## src/core/gmx_defs.vh

```
// Constants for the pin alternate-function multiplexer
`ifndef GMX_DEFS_VH
`define GMX_DEFS_VH

// ----------------------------------------
// Register indices and byte addresses
// ----------------------------------------
`define GMX_IDX_DIR 12'h08a
`define GMX_IDX_SEL_B 12'h08d
`define GMX_IDX_SEL_C 12'h08e
`define GMX_ADDR_DIR (`GMX_IDX_DIR * 12'h004)
`define GMX_ADDR_SEL_B (`GMX_IDX_SEL_B * 12'h004)
`define GMX_ADDR_SEL_C (`GMX_IDX_SEL_C * 12'h004)

// ----------------------------------------
// Field positions
// ----------------------------------------
`define GMX_FW 4
`define GMX_F_P4 0
`define GMX_F_P5 4
`define GMX_F_P6 8
`define GMX_F_P8 0
`define GMX_F_P9 4
`define GMX_DIR_LSB 0
`define GMX_LVL_LSB 8
`define GMX_DIR_RST 5'h00
`define GMX_NPIN 5
`define GMX_OE_RST 5'h1f

// ----------------------------------------
// Select codes, pin four
// ----------------------------------------
`define GMX_P4I_MANRST 4'h1
`define GMX_P4I_FLASH 4'h2
`define GMX_P4I_HIBL 4'h3
`define GMX_P4I_MASK 4'h4
`define GMX_P4I_CHIPRST 4'h5
`define GMX_P4O_MEMRESET 4'h1
`define GMX_P4O_DATAAV 4'h2
`define GMX_P4O_FLASH 4'h3
`define GMX_P4O_VCCF 4'h4
`define GMX_P4O_MICSHORT 4'h5
`define GMX_P4O_MICDETECT 4'ha

// ----------------------------------------
// Select codes, pin five
// ----------------------------------------
`define GMX_P5I_LPR1 4'h1
`define GMX_P5I_FRAME 4'h2
`define GMX_P5I_HIBE 4'h3
`define GMX_P5I_PWROFF 4'h4
`define GMX_P5I_HIBL 4'h5
`define GMX_P5O_DEVCLK 4'h1
`define GMX_P5O_FRAME 4'h2
`define GMX_P5O_CLK32K 4'h3
`define GMX_P5O_BATTF 4'h4
`define GMX_P5O_MICSHORT 4'h5
`define GMX_P5O_DATAAV 4'h6
`define GMX_P5O_OPCLK 4'h7
`define GMX_P5O_UV5 4'h8
`define GMX_P5O_CLK5 4'h9
`define GMX_P5O_MICDETECT 4'ha

// ----------------------------------------
// Select codes, pin six
// ----------------------------------------
`define GMX_P6I_LPR2 4'h1
`define GMX_P6I_FLASH 4'h2
`define GMX_P6I_HIBE 4'h3
`define GMX_P6I_HIBL 4'h4
`define GMX_P6O_MEMRESET 4'h1
`define GMX_P6O_DATAAV 4'h2
`define GMX_P6O_RTC 4'h3
`define GMX_P6O_MICDETECT 4'h4
`define GMX_P6O_MICSHORT 4'h5
`define GMX_P6O_FRAMEB 4'h6

// ----------------------------------------
// Select codes, pins eight and nine
// ----------------------------------------
`define GMX_P8I_MANRST 4'h1
`define GMX_P8I_BCLK 4'h2
`define GMX_P8I_PWROFF 4'h3
`define GMX_P8I_HIBE 4'h4
`define GMX_P8O_VCCF 4'h1
`define GMX_P8O_BCLK 4'h2
`define GMX_P8O_BATTF 4'h3
`define GMX_P8O_RST 4'h4
`define GMX_P9I_ALIVE 4'h1
`define GMX_P9I_MASK 4'h2
`define GMX_P9I_PWROFF 4'h3
`define GMX_P9I_HIBL 4'h4
`define GMX_P9O_VCCF 4'h1
`define GMX_P9O_LINE 4'h2
`define GMX_P9O_BATTF 4'h3
`define GMX_P9O_MEMRESET 4'h4

`endif

```

## src/core/gmx_pin_mux.v

```verilog
// Alternate-function multiplexer for pins four, five, six, eight and nine
//
// Decided for this implementation: the APB interface to the registers.
`timescale 1ns/10ps
`include "gmx_defs.vh"
module gmx_pin_mux #(
  parameter [15:0] MASK_DEFAULT_B = 16'h0000,
  parameter [15:0] MASK_DEFAULT_C = 16'h0000
) (
  // Clock and reset
  input wire pclk,
  input wire presetn,
  // APB slave
  input wire psel,
  input wire penable,
  input wire pwrite,
  input wire [11:0] paddr,
  input wire [31:0] pwdata,
  output reg [31:0] prdata,
  output reg pready,
  output reg pslverr,
  // Power state machine reset request
  input wire psm_reset_req,
  // Pads, index 0..4 = pins 4, 5, 6, 8, 9
  input wire [4:0] pin_in,
  output reg [4:0] pin_out,
  output reg [4:0] pin_oe_n,
  // Plain GPIO path
  input wire [4:0] gpio_out,
  output reg [4:0] gpio_in,
  // Internal sources for output functions
  input wire device_clock,
  input wire adc_frame_clock,
  input wire clk_32k,
  input wire battery_fault_n,
  input wire mic_short,
  input wire mic_detect,
  input wire adc_data_avail,
  input wire codec_output_clock,
  input wire conv5_undervoltage,
  input wire conv5_clock,
  input wire memory_reset_n,
  input wire flash_out,
  input wire supply_fault_n,
  input wire rtc_signal,
  input wire line_above_battery,
  input wire reset_n,
  input wire adc_bit_clock,
  // Input functions toward the device
  output reg low_power_req_one,
  output reg low_power_req_two,
  output reg flash_trigger,
  output reg hibernate_edge,
  output reg hibernate_level,
  output reg power_off_req,
  output reg manual_reset_n,
  output reg mask_req,
  output reg chip_reset_req,
  output reg host_alive_pulse,
  output reg adc_frame_clock_in,
  output reg adc_bit_clock_in
);

  // ----------------------------------------
  // Storage
  // ----------------------------------------
  reg [15:0] sel_b;
  reg [15:0] sel_c;
  reg [4:0] dir;
  reg [4:0] sync1;
  reg [4:0] lvl;
  reg [4:0] lvl_d;

  // Select fields; the direction bit decides input or output use
  wire [3:0] s4 = sel_b[`GMX_F_P4 +: `GMX_FW];
  wire [3:0] s5 = sel_b[`GMX_F_P5 +: `GMX_FW];
  wire [3:0] s6 = sel_b[`GMX_F_P6 +: `GMX_FW];
  wire [3:0] s8 = sel_c[`GMX_F_P8 +: `GMX_FW];
  wire [3:0] s9 = sel_c[`GMX_F_P9 +: `GMX_FW];
  // Rising edge seen between the second and third stage
  wire [4:0] edge_up = lvl & ~lvl_d;
  wire adc_frame_clock_inv = ~adc_frame_clock;

  // Field selected, pin configured as input
  function routed;
    input [3:0] s;
    input [3:0] c;
    input d;
    begin
      routed = ~d & (s == c);
    end
  endfunction

  // ----------------------------------------
  // Pad synchronisers
  // ----------------------------------------
  // Pads reset low, their idle level, so no false edge follows reset
  // Only the second and third stages feed logic; the first may be metastable
  genvar i;
  generate
    for (i = 0; i < `GMX_NPIN; i = i + 1) begin : g_sync
      always @(posedge pclk or negedge presetn) begin
        if (!presetn) begin
          sync1[i] <= 1'b0;
          lvl[i] <= 1'b0;
          lvl_d[i] <= 1'b0;
        end else begin
          sync1[i] <= pin_in[i];
          lvl[i] <= sync1[i];
          lvl_d[i] <= lvl[i];
        end
      end
    end
  endgenerate

  // ----------------------------------------
  // Input routing
  // ----------------------------------------
  // Several pins may feed one function; active-high ones OR, resets AND
  // A pin set as output never feeds an input function
  // Manual reset is active low: a low routed pad asserts it
  reg next_lpr1;
  reg next_lpr2;
  reg next_flash;
  reg next_hibe;
  reg next_hibl;
  reg next_pwroff;
  reg next_manrst_n;
  reg next_mask;
  reg next_chiprst;
  reg next_alive;
  reg next_frame;
  reg next_bclk;

  always @* begin
    next_lpr1 = routed(s5, `GMX_P5I_LPR1, dir[1]) & lvl[1];
    next_frame = routed(s5, `GMX_P5I_FRAME, dir[1]) & lvl[1];
    next_lpr2 = routed(s6, `GMX_P6I_LPR2, dir[2]) & lvl[2];
    next_flash = (routed(s6, `GMX_P6I_FLASH, dir[2]) & lvl[2])
               | (routed(s4, `GMX_P4I_FLASH, dir[0]) & lvl[0]);
    next_hibe = (routed(s6, `GMX_P6I_HIBE, dir[2]) & edge_up[2])
              | (routed(s5, `GMX_P5I_HIBE, dir[1]) & edge_up[1])
              | (routed(s8, `GMX_P8I_HIBE, dir[3]) & edge_up[3]);
    next_hibl = (routed(s6, `GMX_P6I_HIBL, dir[2]) & lvl[2])
              | (routed(s5, `GMX_P5I_HIBL, dir[1]) & lvl[1])
              | (routed(s4, `GMX_P4I_HIBL, dir[0]) & lvl[0])
              | (routed(s9, `GMX_P9I_HIBL, dir[4]) & lvl[4]);
    next_pwroff = (routed(s5, `GMX_P5I_PWROFF, dir[1]) & lvl[1])
                | (routed(s8, `GMX_P8I_PWROFF, dir[3]) & lvl[3])
                | (routed(s9, `GMX_P9I_PWROFF, dir[4]) & lvl[4]);
    next_manrst_n = ~((routed(s4, `GMX_P4I_MANRST, dir[0]) & ~lvl[0])
                    | (routed(s8, `GMX_P8I_MANRST, dir[3]) & ~lvl[3]));
    next_mask = (routed(s4, `GMX_P4I_MASK, dir[0]) & lvl[0])
              | (routed(s9, `GMX_P9I_MASK, dir[4]) & lvl[4]);
    next_chiprst = routed(s4, `GMX_P4I_CHIPRST, dir[0]) & lvl[0];
    next_alive = routed(s9, `GMX_P9I_ALIVE, dir[4]) & lvl[4];
    next_bclk = routed(s8, `GMX_P8I_BCLK, dir[3]) & lvl[3];
  end

  // Outputs reset to their inactive levels
  always @(posedge pclk or negedge presetn) begin
    if (!presetn) begin
      low_power_req_one <= 1'b0;
      low_power_req_two <= 1'b0;
      flash_trigger <= 1'b0;
      hibernate_edge <= 1'b0;
      hibernate_level <= 1'b0;
      power_off_req <= 1'b0;
      manual_reset_n <= 1'b1;
      mask_req <= 1'b0;
      chip_reset_req <= 1'b0;
      host_alive_pulse <= 1'b0;
      adc_frame_clock_in <= 1'b0;
      adc_bit_clock_in <= 1'b0;
      gpio_in <= 5'h00;
    end else begin
      low_power_req_one <= next_lpr1;
      low_power_req_two <= next_lpr2;
      flash_trigger <= next_flash;
      hibernate_edge <= next_hibe;
      hibernate_level <= next_hibl;
      power_off_req <= next_pwroff;
      manual_reset_n <= next_manrst_n;
      mask_req <= next_mask;
      chip_reset_req <= next_chiprst;
      host_alive_pulse <= next_alive;
      adc_frame_clock_in <= next_frame;
      adc_bit_clock_in <= next_bclk;
      gpio_in <= lvl;
    end
  end

  // ----------------------------------------
  // Output routing
  // ----------------------------------------
  // Clocks pass through one flop, so they are sampled at pclk rate
  // Reserved codes fall back to the plain GPIO value
  reg [4:0] next_out;

  always @* begin
    next_out = gpio_out;
    case (s4)
      `GMX_P4O_MEMRESET: next_out[0] = memory_reset_n;
      `GMX_P4O_DATAAV: next_out[0] = adc_data_avail;
      `GMX_P4O_FLASH: next_out[0] = flash_out;
      `GMX_P4O_VCCF: next_out[0] = supply_fault_n;
      `GMX_P4O_MICSHORT: next_out[0] = mic_short;
      `GMX_P4O_MICDETECT: next_out[0] = mic_detect;
      default: next_out[0] = gpio_out[0];
    endcase
    case (s5)
      `GMX_P5O_DEVCLK: next_out[1] = device_clock;
      `GMX_P5O_FRAME: next_out[1] = adc_frame_clock;
      `GMX_P5O_CLK32K: next_out[1] = clk_32k;
      `GMX_P5O_BATTF: next_out[1] = battery_fault_n;
      `GMX_P5O_MICSHORT: next_out[1] = mic_short;
      `GMX_P5O_DATAAV: next_out[1] = adc_data_avail;
      `GMX_P5O_OPCLK: next_out[1] = codec_output_clock;
      `GMX_P5O_UV5: next_out[1] = conv5_undervoltage;
      `GMX_P5O_CLK5: next_out[1] = conv5_clock;
      `GMX_P5O_MICDETECT: next_out[1] = mic_detect;
      default: next_out[1] = gpio_out[1];
    endcase
    case (s6)
      `GMX_P6O_MEMRESET: next_out[2] = memory_reset_n;
      `GMX_P6O_DATAAV: next_out[2] = adc_data_avail;
      `GMX_P6O_RTC: next_out[2] = rtc_signal;
      `GMX_P6O_MICDETECT: next_out[2] = mic_detect;
      `GMX_P6O_MICSHORT: next_out[2] = mic_short;
      `GMX_P6O_FRAMEB: next_out[2] = adc_frame_clock_inv;
      default: next_out[2] = gpio_out[2];
    endcase
    case (s8)
      `GMX_P8O_VCCF: next_out[3] = supply_fault_n;
      `GMX_P8O_BCLK: next_out[3] = adc_bit_clock;
      `GMX_P8O_BATTF: next_out[3] = battery_fault_n;
      `GMX_P8O_RST: next_out[3] = reset_n;
      default: next_out[3] = gpio_out[3];
    endcase
    case (s9)
      `GMX_P9O_VCCF: next_out[4] = supply_fault_n;
      `GMX_P9O_LINE: next_out[4] = line_above_battery;
      `GMX_P9O_BATTF: next_out[4] = battery_fault_n;
      `GMX_P9O_MEMRESET: next_out[4] = memory_reset_n;
      default: next_out[4] = gpio_out[4];
    endcase
  end

  // Reset releases every pad; the direction register turns drivers on
  always @(posedge pclk or negedge presetn) begin
    if (!presetn) begin
      pin_out <= 5'h00;
      pin_oe_n <= `GMX_OE_RST;
    end else begin
      pin_out <= next_out;
      pin_oe_n <= ~dir;
    end
  end

  // ----------------------------------------
  // APB register access
  // ----------------------------------------
  // One wait state: pready rises on the second access-phase cycle
  // Register map, one word each, bits above 15 read zero:
  //   direction: 4:0 pin drives when set, 12:8 synced pad levels, read-only
  //   select b: pins four, five, six; pin seven stored only
  //   select c: pins eight, nine; pins ten and eleven stored only
  // Unmapped offsets read zero and raise pslverr without writing
  // Full address compare, so no register has an alias
  wire hit_dir = (paddr == `GMX_ADDR_DIR);
  wire hit_b = (paddr == `GMX_ADDR_SEL_B);
  wire hit_c = (paddr == `GMX_ADDR_SEL_C);
  wire hit = hit_dir | hit_b | hit_c;
  wire wr_go = psel & penable & pready & pwrite;
  wire acc_first = psel & penable & ~pready;

  // ----------------------------------------
  // Read data
  // ----------------------------------------
  reg [31:0] next_rdata;

  always @* begin
    next_rdata = 32'h00000000;
    if (hit_b) begin
      next_rdata[15:0] = sel_b;
    end else if (hit_c) begin
      next_rdata[15:0] = sel_c;
    end else if (hit_dir) begin
      next_rdata[`GMX_DIR_LSB +: `GMX_NPIN] = dir;
      next_rdata[`GMX_LVL_LSB +: `GMX_NPIN] = lvl;
    end
  end

  always @(posedge pclk or negedge presetn) begin
    if (!presetn) begin
      pready <= 1'b0;
      pslverr <= 1'b0;
      prdata <= 32'h00000000;
    end else begin
      // A held access retriggers the one-cycle pready pulse every other cycle
      pready <= 1'b0;
      if (acc_first) begin
        pready <= 1'b1;
        pslverr <= ~hit;
        prdata <= pwrite ? 32'h00000000 : next_rdata;
      end
    end
  end

  // ----------------------------------------
  // Register storage
  // ----------------------------------------
  // Fields of pins seven, ten and eleven are kept but route nothing
  // Mask-option defaults; the state machine reload beats a bus write
  always @(posedge pclk or negedge presetn) begin
    if (!presetn) begin
      sel_b <= MASK_DEFAULT_B;
      sel_c <= MASK_DEFAULT_C;
      dir <= `GMX_DIR_RST;
    end else if (psm_reset_req) begin
      sel_b <= MASK_DEFAULT_B;
      sel_c <= MASK_DEFAULT_C;
      dir <= `GMX_DIR_RST;
    end else if (wr_go) begin
      if (hit_b) begin
        sel_b <= pwdata[15:0];
      end
      if (hit_c) begin
        sel_c <= pwdata[15:0];
      end
      if (hit_dir) begin
        dir <= pwdata[`GMX_DIR_LSB +: `GMX_NPIN];
      end
    end
  end

endmodule

```

## config.mk

```make
export PLATFORM = sky130hd
export DESIGN_NAME = gmx_pin_mux
export DESIGN_NICKNAME = d
export VERILOG_FILES = /design/src/core/gmx_pin_mux.v
export VERILOG_INCLUDE_DIRS = /design/src /design/src/core
export SDC_FILE = /design/constraint.sdc
export NUM_CORES = 1
export LEC_CHECK = 0
export ABC_AREA = 1
export BUFFER_PORTS_ARGS = -buffer_cell sky130_fd_sc_hd__buf_2
export CAP_MARGIN = 20
export CORE_AREA = 2 2 117 119
export DETAILED_ROUTE_END_ITERATION = 10
export DIE_AREA = 0 0 119 121
export PLACE_DENSITY = 0.66
export RECOVER_POWER = 25
export SLEW_MARGIN = 25
export SYNTH_ARGS = -nofsm -noshare
export SYNTH_HDL_FRONTEND = slang
export SYNTH_SLANG_ARGS = --single-unit
```

## constraint.sdc

```tcl
create_clock -name pclk -period 1.42 [get_ports pclk]
set_clock_uncertainty 0.2 [all_clocks]
set_input_delay 0.426 -clock pclk [delete_from_list [all_inputs] [get_ports pclk]]
set_output_delay 0.426 -clock pclk [all_outputs]
set_load 0.02 [all_outputs]
```

==> run_results.csv, run 1 <==
group,metric,value,unit
run_status,outcome,"finished, violations left",
run_status,failed_checks,"negative setup slack",
place,pre_cts_ws,-0.4051,ns
route,ant_nets,0,
worst_setup_path,cp_num_buf_inv,1,
logic_synthesis,netlist_instances,555,
finish,multiInputGateArea,0.002280,mm²
place,gp_congestion,0.8585,
finish,reg_top3,"prdata: 16 flops, sel_b: 16 flops, sel_c: 16 flops",
finish,fin_cells,897,
finish,area_growth,55.54,%
worst_setup_path,reg2regPathDepth,6,
global_routing,grt.overflow.total,0,
finish,design_area,0.006955,mm²
finish,register_area,0.002325,mm²
run,maxCapViolations,0,
route,wl,13670,µm
worst_hold_path,hold_path_class,"input pin to flip-flop",
clocking,clkSinkCount,92,
worst_setup_path,crit_chain,"buf_6",
place,portBuffers,105,
timing,fin_ws,-0.2114,ns
timing,maxSlewViolCount,0,
logic_synthesis,syn_area_per_cell,8.057,µm²
worst_setup_path,start_kind,"flip-flop",
timing,final_hold_viol_count,0,
global_routing,grt_pass1_wl,20730,µm
clocking,cts_tree,"built",
power,power_frac_clock,42.1,%
worst_setup_path,startpoint,"pin_oe_n[4]$_DFF_PN1_",
power,pwr-share-comb,9.9,%
place,post-place-cells,854,
route,post_drt_wl_per_cell,15.24,µm
power,vdd.ir_drop.worst,0.0006203,V
logic_synthesis,yosysWarnings,0,
worst_hold_path,min-delay-start,"gpio_out[3]",
timing,finalCritPeriodShare,114.9,%
worst_setup_path,required,0.79,ns
clocking,h-tree-depth,3,
timing,fmax,0.6130,GHz
timing,worst_pin_slew,0.5537,ns
worst_setup_path,crit_family,"flip-flops",
global_routing,antenna_found_initial,0,
floorplanning,fp-row-count,42,
global_routing,grt_usage,18.46,%
floorplanning,design.core.area,0.01309,mm²
power,p_int,4.228,mW
clocking,clk_pin_slew,0.06,ns
power,power.total,5.583,mW
route,drt-pass1-iter-count,5,
finish,layout-drive-gt1-share,44.11,%
worst_setup_path,arrival,1.01,ns
floorplanning,dieArea,0.01440,mm²
worst_setup_path,path_class,"flip-flop to primary output",
worst_setup_path,critPathSlowestCell,"dfstp_2",
timing,slew_headroom,63.09,%
finish,layout.nets,794,
finish,fillers,1127,
power,seq_power_share,48.1,%
power,swShare,24.27,%
worst_setup_path,worstReg2RegStart,"pready$_DFF_PN0_",
global_routing,grt_max_degree,43,
floorplanning,die_w,119,µm
clocking,cts-root-buf,"clkbuf_16",
timing,setup_viol,80,
timing,hold_slack,0.1212,ns
power,p_per_area,802.7,mW/mm²
worst_setup_path,critPathCaptureType,"primary output",
floorplanning,initial_core_util,34.17,%
place,placed_area,0.005527,mm²
logic_synthesis,synthDistinctLibCells,35,
finish,num_antenna_cells,0,
timing,min_period,1.631,ns
place,hpwl,9313,µm
logic_synthesis,yosysSeqAreaShare,51.65,%
worst_setup_path,cp.depth,1,
power,leakage,3.515,nW
logic_synthesis,syn_area,0.004472,mm²
worst_hold_path,hold_depth,3,
clocking,cts_max_path_buffers,2,
floorplanning,die_h,121,µm
worst_setup_path,slowest_delay,0.54,ns
timing,rsz0062_at_grt,"yes",
route,drc_errors,0,
logic_synthesis,synth_seq_cells,92,
route,drtIter0Drc,362,
route,vias,4353,
power,switchingPower,1.355,mW
worst_setup_path,crit_fanout,1,
floorplanning,io_pins,138,
clocking,clkLatencyLatePin,0.35,ns
route,drt-vias-per-instance,4.853,
clocking,numCtsBuffers,9,
global_routing,grt_pass1_vias,4181,
==> metrics by stage <==
step	util, %	TNS [ns]
floorplan	-	-5.289
global placement	42.24	-17.98
detailed placement	42.24	-19.07
CTS	48.53	-4.388
global route	53.16	-13.48
finish	53.16	-4.833
==> power groups by stage <==
stage	Clock, mW	Sequential (mW)	Combinational [mW]
after floorplan	0	2.75	0.199
after global placement	0	2.73	0.451
after detailed placement	0	2.73	0.450
after CTS	2.36	2.68	0.509
after global routing	2.47	2.68	0.601
final	2.35	2.68	0.550
==> area by class of cell <==
type                       count  area share [%]
inverter                      62           3.778
tap                          176           3.166
clock buffer                  10           3.292
timing repair buffer         170           22.79
sequential                    92           33.42
multi-input combinational    382           32.78
clock inverter                 5          0.7735
==> cell families (layout without fill, tap and decap cells) <==
logic type             after synthesis  count (layout)  share of synthesized area [%]
AND/OR/NAND/NOR                    328             328                          32.90
buffers and inverters               96             247                          9.961
flip-flops                          92              92                          51.65
AO/OA/AOI/OAI                       38              38                          5.400
other                                1              16                        0.08386
==> cells in the mapped netlist, drive strengths merged <==
cell type	n	area share, %
a21oi	1	0.11
nand2	144	12
nand3b	1	0.17
clkbuf	9	0.76
nor3b	1	0.17
inv	60	5.0
nand4	6	0.84
nor3	5	0.81
o41ai	1	0.20
o32ai	2	0.39
o211ai	2	0.34
buf	25	4.0
nor2	50	4.9
o22ai	7	0.98
conb	1	0.084
clkinv	2	0.17
dfstp	6	3.5
dfrtp	86	48
or2	1	0.14
o2111ai	1	0.20
nor4	2	0.28
o21ai	23	3.0
o221ai	1	0.20
nand3	118	13
==> worst paths after layout <==
check                           slack (ns)                   end
worst max register to register       -0.02  sel_b[8]$_DFFE_PN0P_
worst min-delay path                  0.12  pin_out[3]$_DFF_PN0_
min in group asynchronous             0.40    mask_req$_DFF_PN0_
max in group asynchronous             0.05  sel_c[1]$_DFFE_PN0P_
worst min register to register        0.15      lvl[3]$_DFF_PN0_
worst max-delay path                 -0.21           pin_oe_n[4]
==> layer usage <==
metal,GRT usage [%],wire length [µm]
met2,30.93,6847
met1,23.36,5753
met4,7.068,400
met5,0,0
met3,4.041,667
==> layout by cell type (no fill, tap or decap), types with 10 or more instances in the layout <==
cell	count
buf_2	52
buf_4	32
buf_6	63
clkbuf_16	12
conb_1	16
dfrtp_1	74
dfrtp_2	12
inv_1	47
nand2_1	128
nand2_2	10
nand3_1	60
nand3_2	55
nor2_1	34
nor2_4	12
o21ai_2	10
==> repair_timing <==
action	CTS	global route
hold buffers	6	0
hold endpoints to repair	17	0
pin swaps	5	33
resized for setup	120	124
buffers inserted	9	9
setup endpoints to repair	76	108
cloned	1	4
(Power assumes the default switching activity.)
==> inputs of run 2 (changes only) <==
--- a/config.mk
+++ b/config.mk
@@ -10,6 +10,7 @@
 export BUFFER_PORTS_ARGS = -buffer_cell sky130_fd_sc_hd__buf_2
 export CAP_MARGIN = 20
 export CORE_AREA = 2 2 117 119
+export CTS_BUF_LIST = sky130_fd_sc_hd__clkbuf_4
 export DETAILED_ROUTE_END_ITERATION = 10
 export DIE_AREA = 0 0 119 121
 export PLACE_DENSITY = 0.66
==> constraint.sdc (replaced) <==
create_clock -name pclk -period 1.9 [get_ports pclk]
set_clock_uncertainty 0.2 [all_clocks]
set_input_delay 0.57 -clock pclk [delete_from_list [all_inputs] [get_ports pclk]]
set_output_delay 0.57 -clock pclk [all_outputs]
set_load 0.02 [all_outputs]
==> run 2 against run 1 <==
Net effect:
- clock power decreased by 48%
- sequential share of layout area is 8.4 points higher
- the run still ends with negative setup slack left
- clock-buffer cell count unchanged
- largest power group unchanged
- register-to-register slack improved by 0.34 ns
==> run_results.csv, run 2 (synthesized netlist as in run 1, its figures left out) <==
group,metric,value,unit
worst_setup_path,arrival,1.13,ns
worst_setup_path,path_class,"flip-flop to primary output",
floorplanning,initial_core_util,34.17,%
power,vdd.ir_drop.worst,0.0002344,V
run_status,failed_checks,"negative setup slack",
clocking,numCtsBuffers,9,
clocking,cts_max_path_buffers,2,
timing,rsz0062_at_grt,"yes",
timing,finalCritPeriodShare,100.0,%
finish,fin_cells,859,
floorplanning,io_pins,138,
timing,final_hold_viol_count,0,
floorplanning,dieArea,0.01440,mm²
worst_setup_path,crit_fanout,1,
clocking,clk_pin_slew,0.15,ns
place,hpwl,9010,µm
floorplanning,die_w,119,µm
worst_hold_path,hold_path_class,"input pin to flip-flop",
place,portBuffers,105,
floorplanning,die_h,121,µm
route,wl,11650,µm
global_routing,grt_usage,17.09,%
timing,slew_headroom,54.56,%
worst_setup_path,critPathCaptureType,"primary output",
worst_setup_path,crit_chain,"buf_6",
finish,register_area,0.002310,mm²
worst_setup_path,start_kind,"flip-flop",
timing,worst_pin_slew,0.6815,ns
route,drt-vias-per-instance,4.629,
global_routing,grt_max_degree,43,
worst_setup_path,required,1.13,ns
timing,fmax,0.5263,GHz
place,placed_area,0.005276,mm²
clocking,clkSinkCount,92,
floorplanning,design.core.area,0.01309,mm²
finish,layout_commonest_cell,"nand2_1",
global_routing,grt.overflow.total,0,
timing,hold_slack,0.1564,ns
worst_setup_path,slowest_delay,0.56,ns
timing,maxSlewViolCount,0,
finish,layout-drive-gt1-share,25.04,%
global_routing,antenna_found_initial,0,
route,ant_nets,0,
worst_setup_path,critPathSlowestCell,"dfstp_2",
timing,min_period,1.900,ns
finish,layout_common_cells,"140 x nand2_1, 117 x nand3_1, 98 x buf_2, 86 x dfrtp_1, 55 x inv_1",
run,maxCapViolations,0,
power,leakage,2.974,nW
route,drt-pass1-iter-count,5,
place,post-place-cells,837,
finish,reg_top3,"prdata: 16 flops, sel_b: 16 flops, sel_c: 16 flops",
global_routing,grt_pass1_vias,3724,
timing,fin_ws,-0.0001156,ns
global_routing,grt_pass1_wl,19140,µm
route,post_drt_wl_per_cell,13.56,µm
finish,design_area,0.005519,mm²
worst_setup_path,crit_family,"flip-flops",
route,drtIter0Drc,294,
run_status,outcome,"finished, violations left",
finish,area_growth,23.42,%
floorplanning,fp-row-count,42,
route,drc_errors,0,
finish,multiInputGateArea,0.001773,mm²
clocking,cts-root-buf,"clkbuf_4",
finish,layout.nets,755,
timing,finalSetupTns,-0.0001156,ns
worst_setup_path,reg2reg_slack,0.32,ns
worst_setup_path,cp_num_buf_inv,1,
finish,num_antenna_cells,0,
clocking,cts_tree,"built",
clocking,clkLatencyLatePin,0.47,ns
place,pre_cts_ws,-0.1250,ns
place,gp_congestion,0.8316,
route,vias,3976,
finish,fillers,1341,
clocking,h-tree-depth,3,
power,p_per_area,639.8,mW/mm²
timing,setup_viol,1,
==> run 2: tightest hold or removal path, cell delays in order <==
cell and delay [ns]:
buf_2 0.09, nand3_1 0.07, nand2_1 0.07
==> run 2: report_power, final <==
part           leakage, nW  internal, mW  switching [mW]  total [mW]
logic                 1.68        0.0999           0.207       0.307
registers             1.22          1.98          0.0163        2.00
clock network       0.0826         0.547           0.677        1.22
==> run 2: stage by stage <==
stage | utilization [%] | total power [mW]
floorplan | - | 2.190
global placement | 40.32 | 2.342
detailed placement | 40.32 | 2.343
CTS | 42.32 | 3.573
global route | 42.18 | 3.681
finish | 42.18 | 3.531
==> run 2: worst paths after layout <==
kind,cells past startpoint,start,end
max reg2reg,5,sel_b[7]$_DFFE_PN0P_,hibernate_edge$_DFF_PN0_
min,3,gpio_out[4],pin_out[4]$_DFF_PN0_
min in group asynchronous,2,presetn,power_off_req$_DFF_PN0_
max,1,pin_oe_n[3]$_DFF_PN1_,pin_oe_n[3]
min reg2reg,0,sync1[4]$_DFF_PN0_,lvl[4]$_DFF_PN0_
max in group asynchronous,3,presetn,sel_b[14]$_DFFE_PN0P_
==> run 2: metal layers <==
metal	wire, µm	up-vias	track usage, %
li1	-	2019	-
met4	252	0	6.027
met1	5543	1797	23.82
met2	5165	141	26.40
met5	0	-	0
met3	684	19	3.571
==> run 2: cell type report <==
cell class	count	area share [%]
Clock inverter	6	1.610
Clock buffer	10	1.360
Multi-Input combinational cell	382	32.12
Inverter	62	4.217
Sequential cell	92	41.85
Tap cell	176	3.990
Timing Repair Buffer	131	14.85
==> run 2: what timing repair did <==
item                       in CTS  in global routing
setup buffers                   0                  0
hold buffers                    6                  0
resized for setup              12                  0
setup endpoints to repair       6                  6
hold endpoints to repair       25                  0
